===== src/ccp_pkg.sv =====
// Purpose: shared constants for the capture/compare/pwm unit
// Assumes: 8-bit register contents in the low lane of a 32-bit apb word
// Notes:   offsets are byte addresses
package ccp_pkg;
	// register byte offsets
	localparam logic [7:0] OFF_VALUE_LOW  = 8'h00;
	localparam logic [7:0] OFF_VALUE_HIGH = 8'h04;
	localparam logic [7:0] OFF_CONTROL    = 8'h08;
	localparam logic [7:0] OFF_STATUS     = 8'h0c;
	// control and status fields
	localparam int unsigned CTL_DUTY_LSB  = 4;
	localparam logic [7:0]  CTL_MASK      = 8'h3f;
	localparam int unsigned STAT_FLAG_BIT = 0;
	localparam int unsigned STAT_IE_BIT   = 1;
	localparam logic [7:0]  RESET_BYTE    = 8'h00;
	// mode field encodings
	localparam logic [3:0] MODE_OFF     = 4'h0;
	localparam logic [3:0] MODE_TOGGLE  = 4'h2;
	localparam logic [3:0] MODE_CAP_FE  = 4'h4;
	localparam logic [3:0] MODE_CAP_RE  = 4'h5;
	localparam logic [3:0] MODE_CAP_4   = 4'h6;
	localparam logic [3:0] MODE_CAP_16  = 4'h7;
	localparam logic [3:0] MODE_SET     = 4'h8;
	localparam logic [3:0] MODE_CLEAR   = 4'h9;
	localparam logic [3:0] MODE_SOFT    = 4'ha;
	localparam logic [3:0] MODE_SPECIAL = 4'hb;
	// capture prescale terminal counts
	localparam logic [3:0] PRE_LAST_1  = 4'h0;
	localparam logic [3:0] PRE_LAST_4  = 4'h3;
	localparam logic [3:0] PRE_LAST_16 = 4'hf;
	// operating class of the unit
	typedef enum logic [1:0] {
		CLS_OFF     = 2'b00,
		CLS_CAPTURE = 2'b01,
		CLS_COMPARE = 2'b10,
		CLS_PWM     = 2'b11
	} unit_class_e;
	// mode field to operating class
	function automatic unit_class_e mode_class(input logic [3:0] m);
		if (m[3:2] == 2'b11) begin
			return CLS_PWM;
		end else if (m[3:2] == 2'b01) begin
			return CLS_CAPTURE;
		end else if (m[3] || m == MODE_TOGGLE) begin
			return CLS_COMPARE;
		end
		return CLS_OFF;
	endfunction : mode_class
endpackage : ccp_pkg


===== src/ccp_unit.sv =====
// Purpose: capture, compare and pwm unit with an apb register slave
// Assumes: timer counts come from timers outside this block
// Notes:   register bytes sit in prdata[7:0], upper bits read zero
//
// What this block does
// RULE_01 - four capture prescales; counter cleared when off
// RULE_02 - prescale switch keeps counter, may flag
// RULE_03 - compare value against timer one continuously
// RULE_04 - match drives high, low, toggles or leaves pin
// RULE_05 - flag set with the pin action
// RULE_06 - control write of zero clears compare latch
// RULE_07 - software sets pin output, synchronous timer one
// RULE_08 - mode 1010 only raises the flag
// RULE_09 - mode 1011 pulses timer one reset
// RULE_10 - that pulse starts conversion if converter enabled
// RULE_11 - pwm mode drives pin, period from timer two
// RULE_12 - period end sets pin unless duty is zero, loads buffered duty
// RULE_13 - timer two postscaler ignored for pwm
// RULE_14 - duty is low byte then control bits five:four
// RULE_15 - duty takes effect next period; high read-only
// RULE_16 - duty double-buffered in high byte plus latch
// RULE_17 - pin clears when duty equals extended count
// RULE_18 - duty above period never clears pin
// RULE_19 - high time is duty times tick time
// RULE_20 - software sets pwm up in fixed order
// RULE_21 - capture copies timer one, flags, overwrites
// RULE_22 - modes 0100..0111 pick the capture event
// RULE_23 - toggle, set and clear compare modes
// RULE_24 - mode 0000 resets unit; 11xx is pwm
// RULE_25 - pin input synchronised before edge detection
//
// The register addresses and the APB slave port were chosen for this implementation.
`timescale 1ns/1ps
`default_nettype none
module ccp_unit
	import ccp_pkg::*;
#(
	parameter int unsigned TIMER_W = 16
)(
	// clock and reset
	input  wire logic               pclk,
	input  wire logic               presetn,
	// apb slave
	input  wire logic               psel,
	input  wire logic               penable,
	input  wire logic               pwrite,
	input  wire logic [7:0]         paddr,
	input  wire logic [31:0]        pwdata,
	output logic     [31:0]         prdata,
	output logic                    pready,
	output logic                    pslverr,
	// timer one
	input  wire logic [TIMER_W-1:0] timer_one_count,
	output logic                    timer_one_reset,
	// timer two
	input  wire logic [7:0]         timer_two_count,
	input  wire logic [1:0]         timer_two_phase,
	input  wire logic [7:0]         timer_two_period,
	input  wire logic               timer_two_inc,
	// converter
	input  wire logic               adc_enabled,
	output logic                    adc_start,
	// unit pin and port
	input  wire logic               unit_pin_in,
	input  wire logic               port_c_bit_two,
	input  wire logic               pin_direction_bit,
	output logic                    unit_pin_out,
	output logic                    unit_pin_oe,
	// event flag
	output logic                    unit_event_flag,
	output logic                    unit_irq
);
	if (TIMER_W != 16) begin : g_width_check
		$error("timer width must be 16");
	end

	logic [7:0]  unit_value_low;
	logic [7:0]  unit_value_high;
	logic [7:0]  unit_control;
	logic        unit_event_irq_enable;
	logic [1:0]  duty_latch;
	logic        cmp_latch;
	logic        pwm_latch;
	logic        eq_q;
	logic        cap_ev;
	logic        cmp_hit;
	logic        period_end;
	logic        period_end_q;
	logic        wr;
	logic        rd_cycle;
	logic        mapped;
	logic [3:0]  unit_mode_field;
	logic [1:0]  duty_low_bits;
	logic [9:0]  next_duty;
	unit_class_e cls;

	assign unit_mode_field = unit_control[3:0];
	assign duty_low_bits   = unit_control[CTL_DUTY_LSB+1:CTL_DUTY_LSB];
	assign cls             = mode_class(unit_mode_field);
	assign next_duty       = {unit_value_low, duty_low_bits}; // RULE_14
	assign mapped          = paddr == OFF_VALUE_LOW || paddr == OFF_VALUE_HIGH ||
	                         paddr == OFF_CONTROL || paddr == OFF_STATUS;
	// access phase ends one wait state in; write lands at that edge
	assign rd_cycle   = psel & penable & ~pready;
	assign wr         = psel & penable & pready & pwrite;
	assign cmp_hit    = cls == CLS_COMPARE && !eq_q &&
	                    {unit_value_high, unit_value_low} == timer_one_count; // RULE_03
	// the postscaler never reaches this block
	assign period_end = timer_two_inc && timer_two_count == timer_two_period; // RULE_12 RULE_13

	// capture event source
	capture_event_detect u_detect (
		.pclk        (pclk),
		.presetn     (presetn),
		.pin_in      (unit_pin_in),
		.mode        (unit_mode_field),
		.active      (cls == CLS_CAPTURE), // RULE_01 RULE_24
		.event_pulse (cap_ev)
	);

	// apb handshake and read data
	always_ff @(posedge pclk or negedge presetn) begin
		if (!presetn) begin
			pready  <= 1'b0;
			pslverr <= 1'b0;
			prdata  <= 32'h0000_0000;
		end else begin
			pready  <= rd_cycle;
			pslverr <= rd_cycle & ~mapped;
			prdata  <= 32'h0000_0000;
			if (rd_cycle && !pwrite) begin
				case (paddr)
					OFF_VALUE_LOW:  prdata[7:0] <= unit_value_low;
					OFF_VALUE_HIGH: prdata[7:0] <= unit_value_high;
					OFF_CONTROL:    prdata[7:0] <= unit_control;
					OFF_STATUS: begin
						prdata[STAT_FLAG_BIT] <= unit_event_flag;
						prdata[STAT_IE_BIT]   <= unit_event_irq_enable;
					end
					default:        prdata <= 32'h0000_0000;
				endcase
			end
		end
	end

	// control register and irq enable
	always_ff @(posedge pclk or negedge presetn) begin
		if (!presetn) begin
			unit_control          <= RESET_BYTE;
			unit_event_irq_enable <= 1'b0;
		end else if (wr && paddr == OFF_CONTROL) begin
			unit_control <= pwdata[7:0] & CTL_MASK;
		end else if (wr && paddr == OFF_STATUS) begin
			unit_event_irq_enable <= pwdata[STAT_IE_BIT];
		end
	end

	// value low byte: capture beats a software write
	always_ff @(posedge pclk or negedge presetn) begin
		if (!presetn) begin
			unit_value_low <= RESET_BYTE;
		end else if (cap_ev) begin
			unit_value_low <= timer_one_count[7:0]; // RULE_21
		end else if (wr && paddr == OFF_VALUE_LOW) begin
			unit_value_low <= pwdata[7:0]; // RULE_15
		end
	end

	// value high byte: duty buffer in pwm, read-only there
	always_ff @(posedge pclk or negedge presetn) begin
		if (!presetn) begin
			unit_value_high <= RESET_BYTE;
			duty_latch      <= 2'b00;
		end else if (cls == CLS_PWM) begin
			if (period_end) begin
				unit_value_high <= unit_value_low; // RULE_16
				duty_latch      <= duty_low_bits;
			end
		end else if (cap_ev) begin
			unit_value_high <= timer_one_count[15:8]; // RULE_21
		end else if (wr && paddr == OFF_VALUE_HIGH) begin
			unit_value_high <= pwdata[7:0]; // RULE_15
		end
	end

	// equality history so a stalled timer matches once
	always_ff @(posedge pclk or negedge presetn) begin
		if (!presetn) begin
			eq_q <= 1'b0;
		end else begin
			eq_q <= {unit_value_high, unit_value_low} == timer_one_count;
		end
	end

	// compare output latch
	always_ff @(posedge pclk or negedge presetn) begin
		if (!presetn) begin
			cmp_latch <= 1'b0;
		end else if (wr && paddr == OFF_CONTROL) begin
			if (pwdata[7:0] == RESET_BYTE) begin
				cmp_latch <= 1'b0; // RULE_06
			end else if (pwdata[3:0] == MODE_SET) begin
				cmp_latch <= 1'b0; // RULE_23
			end else if (pwdata[3:0] == MODE_CLEAR) begin
				cmp_latch <= 1'b1; // RULE_23
			end
		end else if (cmp_hit) begin
			case (unit_mode_field)
				MODE_TOGGLE: cmp_latch <= ~cmp_latch; // RULE_04
				MODE_SET:    cmp_latch <= 1'b1;
				MODE_CLEAR:  cmp_latch <= 1'b0;
				default:     cmp_latch <= cmp_latch; // RULE_08
			endcase
		end
	end

	// period end seen one cycle late, so the set and the registered clear
	// lag alike and the high time is exactly the duty in timer ticks
	always_ff @(posedge pclk or negedge presetn) begin
		if (!presetn) begin
			period_end_q <= 1'b0;
		end else begin
			period_end_q <= period_end && cls == CLS_PWM; // RULE_12 RULE_19
		end
	end

	// pwm output latch
	always_ff @(posedge pclk or negedge presetn) begin
		if (!presetn) begin
			pwm_latch <= 1'b0;
		end else if (cls != CLS_PWM) begin
			pwm_latch <= 1'b0; // RULE_24
		end else if (period_end_q) begin
			pwm_latch <= {unit_value_high, duty_latch} != 10'h000; // RULE_12
		end else if ({unit_value_high, duty_latch} ==
		             {timer_two_count, timer_two_phase}) begin
			pwm_latch <= 1'b0; // RULE_17 RULE_18 RULE_19
		end
	end

	// pin mux and direction
	always_ff @(posedge pclk or negedge presetn) begin
		if (!presetn) begin
			unit_pin_out <= 1'b0;
			unit_pin_oe  <= 1'b0;
		end else begin
			unit_pin_oe <= ~pin_direction_bit;
			case (cls)
				CLS_PWM:     unit_pin_out <= pwm_latch; // RULE_11
				CLS_COMPARE: unit_pin_out <= (unit_mode_field == MODE_SOFT) ?
				                             port_c_bit_two : cmp_latch; // RULE_08
				default:     unit_pin_out <= port_c_bit_two;
			endcase
		end
	end

	// event flag: hardware set wins over write-one-to-clear
	always_ff @(posedge pclk or negedge presetn) begin
		if (!presetn) begin
			unit_event_flag <= 1'b0;
		end else if (cap_ev || cmp_hit) begin
			unit_event_flag <= 1'b1; // RULE_05 RULE_21
		end else if (wr && paddr == OFF_STATUS && pwdata[STAT_FLAG_BIT]) begin
			unit_event_flag <= 1'b0;
		end
	end

	// irq, special event and converter start
	always_ff @(posedge pclk or negedge presetn) begin
		if (!presetn) begin
			unit_irq        <= 1'b0;
			timer_one_reset <= 1'b0;
			adc_start       <= 1'b0;
		end else begin
			unit_irq        <= unit_event_flag & unit_event_irq_enable; // RULE_08
			timer_one_reset <= cmp_hit && unit_mode_field == MODE_SPECIAL; // RULE_09
			adc_start       <= cmp_hit && unit_mode_field == MODE_SPECIAL &&
			                   adc_enabled; // RULE_10
		end
	end
endmodule : ccp_unit
`default_nettype wire


===== src/capture_event_detect.sv =====
// Purpose: synchronise the unit pin and pick capture events
// Assumes: pin_in is asynchronous to pclk
// Notes:   event_pulse is one cycle wide
`timescale 1ns/1ps
`default_nettype none
module capture_event_detect
	import ccp_pkg::*;
(
	// clock and reset
	input  wire logic       pclk,
	input  wire logic       presetn,
	// pin and mode
	input  wire logic       pin_in,
	input  wire logic [3:0] mode,
	input  wire logic       active,
	// event out
	output logic            event_pulse
);
	logic       sync_a;
	logic       sync_b;
	logic       prev;
	logic [3:0] cnt;
	logic [3:0] last;
	logic       rise;
	logic       fall;

	// two-flop synchroniser then edge history
	always_ff @(posedge pclk or negedge presetn) begin
		if (!presetn) begin
			sync_a <= 1'b0;
			sync_b <= 1'b0;
			prev   <= 1'b0;
		end else begin
			sync_a <= pin_in; // RULE_25
			sync_b <= sync_a;
			prev   <= sync_b;
		end
	end

	assign rise = sync_b & ~prev;
	assign fall = ~sync_b & prev;

	// terminal count per prescale choice
	always_comb begin
		case (mode)
			MODE_CAP_4:  last = PRE_LAST_4; // RULE_22
			MODE_CAP_16: last = PRE_LAST_16;
			default:     last = PRE_LAST_1;
		endcase
	end

	// prescale counter, kept across prescale switches
	always_ff @(posedge pclk or negedge presetn) begin
		if (!presetn) begin
			cnt <= 4'h0;
		end else if (!active) begin
			cnt <= 4'h0; // RULE_01
		end else if (rise && mode != MODE_CAP_FE) begin
			cnt <= (cnt >= last) ? 4'h0 : cnt + 4'h1; // RULE_02
		end
	end

	// event selection
	always_ff @(posedge pclk or negedge presetn) begin
		if (!presetn) begin
			event_pulse <= 1'b0;
		end else if (mode == MODE_CAP_FE) begin
			event_pulse <= active & fall; // RULE_22
		end else begin
			event_pulse <= active & rise & (cnt >= last);
		end
	end
endmodule : capture_event_detect
`default_nettype wire


===== config.mk =====
export PLATFORM = sky130hd
export DESIGN_NAME = ccp_unit
export DESIGN_NICKNAME = d
export VERILOG_FILES = /design/src/ccp_pkg.sv /design/src/ccp_unit.sv /design/src/capture_event_detect.sv
export SDC_FILE = /design/constraint.sdc
export NUM_CORES = 1
export LEC_CHECK = 0
export BUFFER_PORTS_ARGS = -buffer_cell sky130_fd_sc_hd__buf_2
export CAP_MARGIN = 20
export CORE_MARGIN = 5
export CORE_UTILIZATION = 54
export DETAILED_ROUTE_END_ITERATION = 6
export PLACE_DENSITY = 0.87
export SLEW_MARGIN = 10
export SYNTH_ARGS = -nofsm -noshare
export SYNTH_HDL_FRONTEND = slang
export SYNTH_SLANG_ARGS = --single-unit

===== constraint.sdc =====
create_clock -name pclk -period 5.2 [get_ports pclk]
set_input_delay 0.78 -clock pclk [delete_from_list [all_inputs] [get_ports pclk]]
set_output_delay 0.78 -clock pclk [all_outputs]
set_load 0.01 [all_outputs]

# Yosys cells after proc, flatten, opt, wreduce, memory -nomap -nowiden
# Index checks and enable logic that the tools add are counted.
[op_classes]
addsub = 1
multipliers = 0
div = 0
magnitude_cmp = 1
eq_ne = 26
n_shift = 0
n_mux = 34
bitwise = 18
n_reduce_logical = 33
[ops]
columns = ["op", "n"]
rows = [
  ["$mux W8", 7],
  ["$eq A4 B4 Y1 const B", 6],
  ["$pmux W6 S3", 1],
  ["$eq A16 B16 Y1", 1],
  ["$eq A8 B4 Y1 const B", 2],
  ["$logic_not A8 Y1", 2],
  ["$mux W1", 15],
  ["$logic_and A1 B1 Y1", 13],
  ["$eq A4 B3 Y1 const B", 3],
  ["$mux W4", 3],
  ["$and A1 B1 Y1", 11],
  ["$eq A10 B10 Y1", 1],
  ["$reduce_bool A10 Y1", 1],
  ["$eq A8 B3 Y1 const B", 1],
  ["$eq A8 B8 Y1", 1],
  ["$mux W2", 4],
  ["$pmux W2 S4", 1],
  ["$pmux W4 S2", 1],
  ["$not A1 Y1", 7],
  ["$eq A2 B2 Y1 const B", 3],
  ["$ne A2 B2 Y1 const B", 3],
  ["$reduce_and A2 Y1", 3],
  ["$reduce_bool A2 Y1", 3],
  ["$reduce_bool A3 Y1", 2],
  ["other kinds (12)", 18],
]
[word_totals]
register_bits = 77
latch_bits = 0
ramBits = 0
romBits = 0
inputBits = 84
output_inout_bits = 40
elab_cells = 136
memories = 0

# Depth between registers and ports, before layout
# Gate-level depths: netlist of run 1.
[depth]
depth_word = 11
depth_mapped = 10
depth_no_buf = 9

# Modules after synthesis
# From an unflattened synthesis of run 1, not the netlist that was laid out.
[hier_totals]
cells_unflattened = 322
area_unflattened_um2 = 3328.2
[modules_own_cells]
columns = ["mod", "n_inst", "cells_per_inst", "area_per_inst_um2", "seq_area_each_um2"]
rows = [
  ["ccp_unit", 1, 277, 2834.0, 1126.1],
  ["capture_event_detect", 1, 45, 494.2, 200.2],
]

# Worst setup path before layout of run 1
# Ideal clock, no wire load.
[synth_timing]
kind = "flip-flop to flip-flop"
startpoint = "reg unit_control[2]"
endpoint = "reg u_detect.cnt[2]"
setup_ps = 66
arrival_ps = 2154
t_required_ps = 5134
setup_slack_ps = 2979
stages_incl_launch_ff = 11
path_buffers = 1
synth_period_minus_slack_ps = 2221
path_cell_list = "dfrtp_1 buf_2 nor2b_1 and2_1 ha_1 nand2b_1 a21o_1 a21o_1 a21o_1 nor4b_1 a221o_1"
[synth_via]
elab_chain_len = 8
word_cells_on_any_way = 21
cone_classes = "1 x order compare; 8 x eq/ne; 10 x mux; 2 x reduce/logical"
[synth_rtl]
columns = ["item", "line", "source"]
rows = [
  ["start, declared", "ccp_unit.sv:79", "logic [7:0] unit_control;"],
  ["start signal, assigned", "ccp_unit.sv:152", "unit_control <= pwdata[7:0] & CTL_MASK;"],
  ["branches (longest 8 deep; another with $ge A4 B4 Y1)", "--", ""],
  ["end signal, assigned", "capture_event_detect.sv:59", "cnt <= (cnt >= last) ? 4'h0 : cnt + 4'h1;"],
  ["end, declared", "capture_event_detect.sv:22", "logic [3:0] cnt;"],
]
# Several ways; the timed one is not identified. The select of a mux whose other input is x is not followed.
# A chain may end at the register's enable or synchronous reset.

# Final worst setup path of run 1
[layout_timing]
startpoint = "reg unit_control[3]"
endpoint = "reg u_detect.cnt[2]"
# The elaborated chain is that of the path after synthesis.

==> results.md, run 1 <==
* Status: finished clean
* GPL Wtd Cong at 0.845
* Synthesis-to-layout area growth at 12.7%
* Register area share after synthesis at 40.1%
* Worst-Margin Slew at 951 ps
* Post-Syn Area at 3310 µm²
* Clock power frac at 30.8%
* Starting density of the core at 55.6%
* Site Rows at 28
* Clk sinks at 53
* Reg2Reg Depth at 9
* Post_cts resized at 0
* Pint at 550 µW
* Critical path class: reg -> reg
* Fmax at 0.423 GHz
* Top cell type's share of synthesized area at 40.1%
* Slew headroom at 36.6%
* Clock buffer count from CTS at 5
* Crit-path max FO at 13
* CTS H-Tree Depth at 2
* Part of the power in registers at 56.6%
* Critical Path End: u_detect.cnt[2]
* Wl on met1 at 3010 µm
* Psw at 196 µW
* Yosys reg bits at 53
* Synth cell types at 52
* Worst min path class: reg -> reg
* Peak VDD IR at 0.140 mV
* Combinational Power Share at 12.6%
* Commonest non-fill, non-tap cells in the layout: buf_2, dfrtp_1, nand2_1
* Top sig layer: met4
* CP max-delay cell: dfrtp_1
* Number of global-route vias before repair at 2,531
* R2R setup slack at 2840 ps
* Antenna violations before repair at 0
* Crit-path most repeated cell: a21o_1
* Commonest non-fill, non-tap cell in the layout: buf_2
* TritonCTS clock tree: yes
* Final Skew at 5.34 ps
* FFs w/ async S/R, synth at 100%
* Total wire length at 7630 µm
* WHS at 359 ps
* Wire length on met3 at 685 µm
* Metal2 WL at 3790 µm
* Post-route setup TNS at 0 ps
* Setup crit start kind: register
* Residual DRC at 0
* Power per Cell Area at 200 nW/µm²
* Number of flops mapped to enable cells by yosys at 0
* Syn Area/Cell at 9.97 µm²
* Ys flop type: dfrtp_1
* Clk slew on worst S/H paths at 90 ps
* Setup crit end kind: register
* Ys Warns at 0
* 1st-pass router iterations at 4
* Final cell count without fillers at 478
* Critical path, cell by cell: nor2b_1, and2_1, ha_1, nand2b_1, a21o_1, a21o_1, a21o_1, nor4b_1, a221o_1
* Syn Inst Count at 332
* Top cells by area, synth: dfrtp_1, mux2i_1, xor2_1, buf_4, nand2_1
* Via count at 2,630
* Worst-Skew Late Latency at 310 ps
* Leakage power at 1.94 nW
* Share of cells above drive strength 1 at 27.8%
* Die area at 7790 µm²
* Post-CTS setup repair buffer count at 0
* I/O Buffers at 75
* Worst path required time at 5450 ps
* Final setup fails at 0
* RSZ-0062 raised after global routing: false
* Total power at 746 µW
* Core ar. at 5960 µm²
* GR Util All Layers at 20.2%
* Tmin final at 2360 ps
* FF-to-FF Start: unit_control[3]
* Synth area leader: dfrtp_1
* Iteration-0 DRC Markers at 218
* Die Ht at 88.3 µm
* WL/cell at 16.0 µm
* DIE WIDTH at 88.3 µm
* Clk buf depth at 2
* WP data arrival at 2610 ps
* Max-cap violation count at 0
* Reg2reg end: u_detect.cnt[2]
* Switching share of power at 26.3%
* Fillers at 513
* Placed cell count at 470
* Final antenna-violating net count at 0
* I/O pin count at 124
* Root buf cell: clkbuf_8
* Final worst-path cycle share at 45.5%
* Post-DP HPWL at 5970 µm
* CP startpoint: unit_control[3]
* GRT overflow at 0
* Slew Limit Fails at 0
* Number of nets in the layout at 491
* Vias per cell at 5.50
* CTS hold repair buffers at 0
* # diodes at 0
* Largest net degree at the start of global routing at 54
* Min-Delay Startpoint: u_detect.sync_a
* Hold Fails Final Rpt at 0
* First-pass GRT wire length at 12,100 µm
* Max stage delay on crit path at 590 ps
## cells by family after synthesis
logic type | Yosys count | share of synthesized area (%)
AO/OA/AOI/OAI | 42 | 8.66
buffers and inverters | 42 | 7.64
flip-flops | 53 | 40.1
multiplexers | 39 | 14.0
adder cells (fa/ha/maj) | 5 | 1.89
AND/OR/NAND/NOR | 116 | 18.7
other | 1 | 0.113
XOR/XNOR | 34 | 9.00
## synth_stat cells, types with 6 or more instances
master and number:
nor2b_1 7, a21oi_1 16, mux2i_1 24, nand2_1 35
xor2_1 24, nor3_1 6, dfrtp_1 53, nor2_1 29
o21ai_1 6, nor4_1 7, clkbuf_1 7, xnor2_1 10
buf_4 24, mux2_4 8, inv_1 6
## how the worst min path moves through the flow
stage | depth (start not counted) | to | slack [ps]
6_report | 0 | u_detect.sync_b | 360
5_1_grt | 0 | u_detect.sync_b | 390
4_1_cts | 0 | u_detect.sync_b | 360
3_5_place_dp | 0 | u_detect.sync_b | 340
3_3_place_gp | 0 | u_detect.sync_b | 340
2_1_floorplan | 0 | u_detect.sync_b | 330
## registers in the layout (all words and copies together), names as in the netlist, 2 cells and up
| name | cells |
|---|---|
| duty_latch | 2 |
| prdata | 8 |
| u_detect.cnt | 4 |
| unit_control | 6 |
| unit_value_high | 8 |
| unit_value_low | 8 |
## routing by layer
layer  global-route usage, %  up-vias
li1                        -     1247
met1                    27.9     1249
met2                    32.8      118
met3                    3.07       16
met4                    6.32        0
met5                       0        -
## power groups by stage
stage | clock, mW | sequential (mW) | combinational, mW
2_1_floorplan | 0 | 0.430 | 0.0567
3_3_place_gp | 0 | 0.430 | 0.0903
3_5_place_dp | 0 | 0.430 | 0.0936
4_1_cts | 0.236 | 0.422 | 0.0941
5_1_grt | 0.250 | 0.423 | 0.104
6_report | 0.230 | 0.422 | 0.0936
## layout make-up
cell class | instances | area [µm²] | share of cell area, %
inverters | 6 | 22.5 | 0.604
well taps | 75 | 93.8 | 2.52
repair buffers | 76 | 383 | 10.3
multi-input cells | 260 | 1820 | 48.7
flip-flops and latches | 53 | 1330 | 35.6
clock inverters | 3 | 17.5 | 0.470
clock buffers | 5 | 68.8 | 1.85
## through the flow
step / utilization (%) / instance area, µm² / setup slack (ps)
global placement: 61.2 / 3640 / 2750
floorplan: - / 3400 / 2980
detailed placement: 61.2 / 3640 / 2700
finish: 62.6 / 3730 / 2840
global route: 62.6 / 3730 / 2610
CTS: 62.6 / 3730 / 2830
## critical path: cells and delay by family (launching register included)
| family | cells | cell delay [ps] |
|---|---|---|
| AOI/OAI and AO/OA | 4 | 700 |
| DFF | 1 | 590 |
| adders and majority gates | 1 | 280 |
| and+or+nand+nor | 4 | 740 |
Note: power is estimated with default switching activity, not from simulation.
==> run 2, diff against run 1 <==
CORE_UTILIZATION = 45   (was 54)
PLACE_DENSITY = 0.77   (was 0.87)
clock period = 2.1 ns   (was 5.2 ns; I/O delays follow)
==> results.md, run 2 (same netlist as run 1, synthesis figures left out) <==
* Starting density of the core at 45.9% (-9.7 points)
* Root buf cell: clkbuf_8
* Final worst-path cycle share at 95.7% (+50 points)
* WHS at 108 ps (-252 ps)
* Post-DP HPWL at 6150 µm (+3.1%)
* Reg2Reg Depth at 9 (unchanged)
* Post-route setup TNS at 0 ps (unchanged)
* Critical path, cell by cell: nor2b_4, and2_4, inv_1, ha_1, a21o_1, a21o_1, a21o_1, nor4b_4, a221o_1
* Total wire length at 7970 µm (+4.5%)
* Synthesis-to-layout area growth at 18.4%
* I/O pin count at 124 (unchanged)
* GPL Wtd Cong at 0.886 (+4.9%)
* Crit path max-delay family: compound AO/OA/AOI/OAI gates
* Share of cells above drive strength 1 at 31.3% (+3.5 points)
* Residual DRC at 0 (unchanged)
* Area post-placement at 3770 µm² (+3.5%)
* Total power at 1.93 mW (+160%)
* Final antenna-violating net count at 0 (unchanged)
* Worst-Margin Slew at 666 ps (-285 ps)
* Place WS at 10.3 ps (-2690 ps)
* Clk slew on worst S/H paths at 90 ps (about the same)
* Iteration-0 DRC Markers at 184 (-16%)
* Clock buffer count from CTS at 5 (unchanged)
* Final Skew at 12.8 ps (+7.50 ps)
* Crit path buf inv count at 1 (+1)
* CP max-delay cell: dfrtp_1
* Max-cap violation count at 0 (unchanged)
* TritonCTS clock tree: yes
* Clk buf depth at 2 (unchanged)
* DIE WIDTH at 95.8 µm (+8.5%)
* Clk sinks at 53 (unchanged)
* I/O Buffers at 75 (unchanged)
* Crit-path most repeated cell: a21o_1
* Final core occ at 54.3% (-8.3 points)
* Antenna violations before repair at 0 (unchanged)
* Vias per cell at 5.12 (-6.9%)
* Setup crit start kind: register
* 1st-pass router iterations at 4 (unchanged)
* CTS H-Tree Depth at 2 (unchanged)
* Number of global-route vias before repair at 2,543 (+0.47%)
* Worst-Skew Late Latency at 310 ps (about the same)
* Site Rows at 31 (+11%)
* Commonest non-fill, non-tap cell in the layout: buf_2
* Die area at 9170 µm² (+18%)
* # diodes at 0 (unchanged)
* Critical path class: reg -> reg
* Worst path required time at 2350 ps (-3100 ps)
* Final cell count without fillers at 515 (+7.7%)
* Number of nets in the layout at 504 (+2.6%)
* GRT overflow at 0 (unchanged)
* Placed cell count at 506 (+7.7%)
* Critical path depth in cells at 9 (unchanged)
* Max stage delay on crit path at 420 ps (-170 ps)
* Final WS setup at 90.4 ps (-2750 ps)
* Fmax at 0.498 GHz (+18%)
* Leakage power at 2.03 nW (+4.6%)
* Core ar. at 7210 µm² (+21%)
* Worst min path class: in -> async
* Power per Cell Area at 493 nW/µm² (+150%)
* Final setup fails at 0 (unchanged)
* Peak VDD IR at 0.243 mV (+74%)
* Slew Limit Fails at 0 (unchanged)
* Largest net degree at the start of global routing at 54 (unchanged)
* First-pass GRT wire length at 12,600 µm (+3.8%)
* Fillers at 665 (+30%)
* GR Util All Layers at 17.6% (-2.5 points)
* Die Ht at 95.8 µm (+8.5%)
* Via count at 2,638 (+0.30%)
* Setup crit end kind: register
* Crit-path max FO at 5 (-8)
* Top Registers: prdata x8, unit_value_high x8, unit_value_low x8
* Commonest non-fill, non-tap cells in the layout: buf_2, dfrtp_1, nand2_1
* Hold Fails Final Rpt at 0 (unchanged)
* Tmin final at 2010 ps (-355 ps)
* WL/cell at 15.5 µm (-3.0%)
* Slew headroom at 55.6% (+19 points)
* WP data arrival at 2250 ps (-360 ps)
* Status: finished clean
* Design Area, Final at 3920 µm² (+5.1%)
## run 2: layout make-up
cell class / instances / area [µm²] / area share (%)
Clock inverter: 1 / 8.76 / 0.223
Timing Repair Buffer: 89 / 480 / 12.3
Inverter: 6 / 22.5 / 0.575
Tap cell: 99 / 124 / 3.16
Sequential cell: 53 / 1330 / 33.8
Clock buffer: 7 / 96.3 / 2.46
Multi-Input combinational cell: 260 / 1860 / 47.5
## run 2: repair_timing
item,4_1_cts,5_1_grt
hold endpoints to repair,0,0
hold buffers,0,0
endpoints found under the setup margin,1,1
pin swaps,3,3
resized for setup,5,1
buffers inserted,0,1
## run 2: worst paths after layout
kind,startpoint,slack (ps),to
max,unit_control[3],90,u_detect.cnt[2]
min,presetn,110,pwm_latch
max reg2reg,unit_control[3],90,u_detect.cnt[2]
min reg2reg,u_detect.sync_a,360,u_detect.sync_b
max in group asynchronous,presetn,1540,u_detect.cnt[2]
min in group pclk,unit_pin_in,110,u_detect.sync_a
## run 2: power breakdown
group | switching [mW] | internal [mW]
clock | 0.346 | 0.305
combinational | 0.137 | 0.101
sequential | 0.0114 | 1.03
## run 2: worst register-to-register path, stage by stage (launching register included)
cell	delay, ps
dfrtp_1	420
nor2b_4	120
and2_4	170
inv_1	40
ha_1	280
a21o_1	160
a21o_1	160
a21o_1	220
nor4b_4	240
a221o_1	140
## run 2: metal layers
metal | up-vias | part of all wire [%] | track usage, %
met1 | 1260 | 45 | 24.5
met2 | 103 | 48 | 28.9
met3 | 14 | 5.6 | 2.50
li1 | 1261 | - | -
met4 | 0 | 1.5 | 4.74
met5 | - | 0 | 0
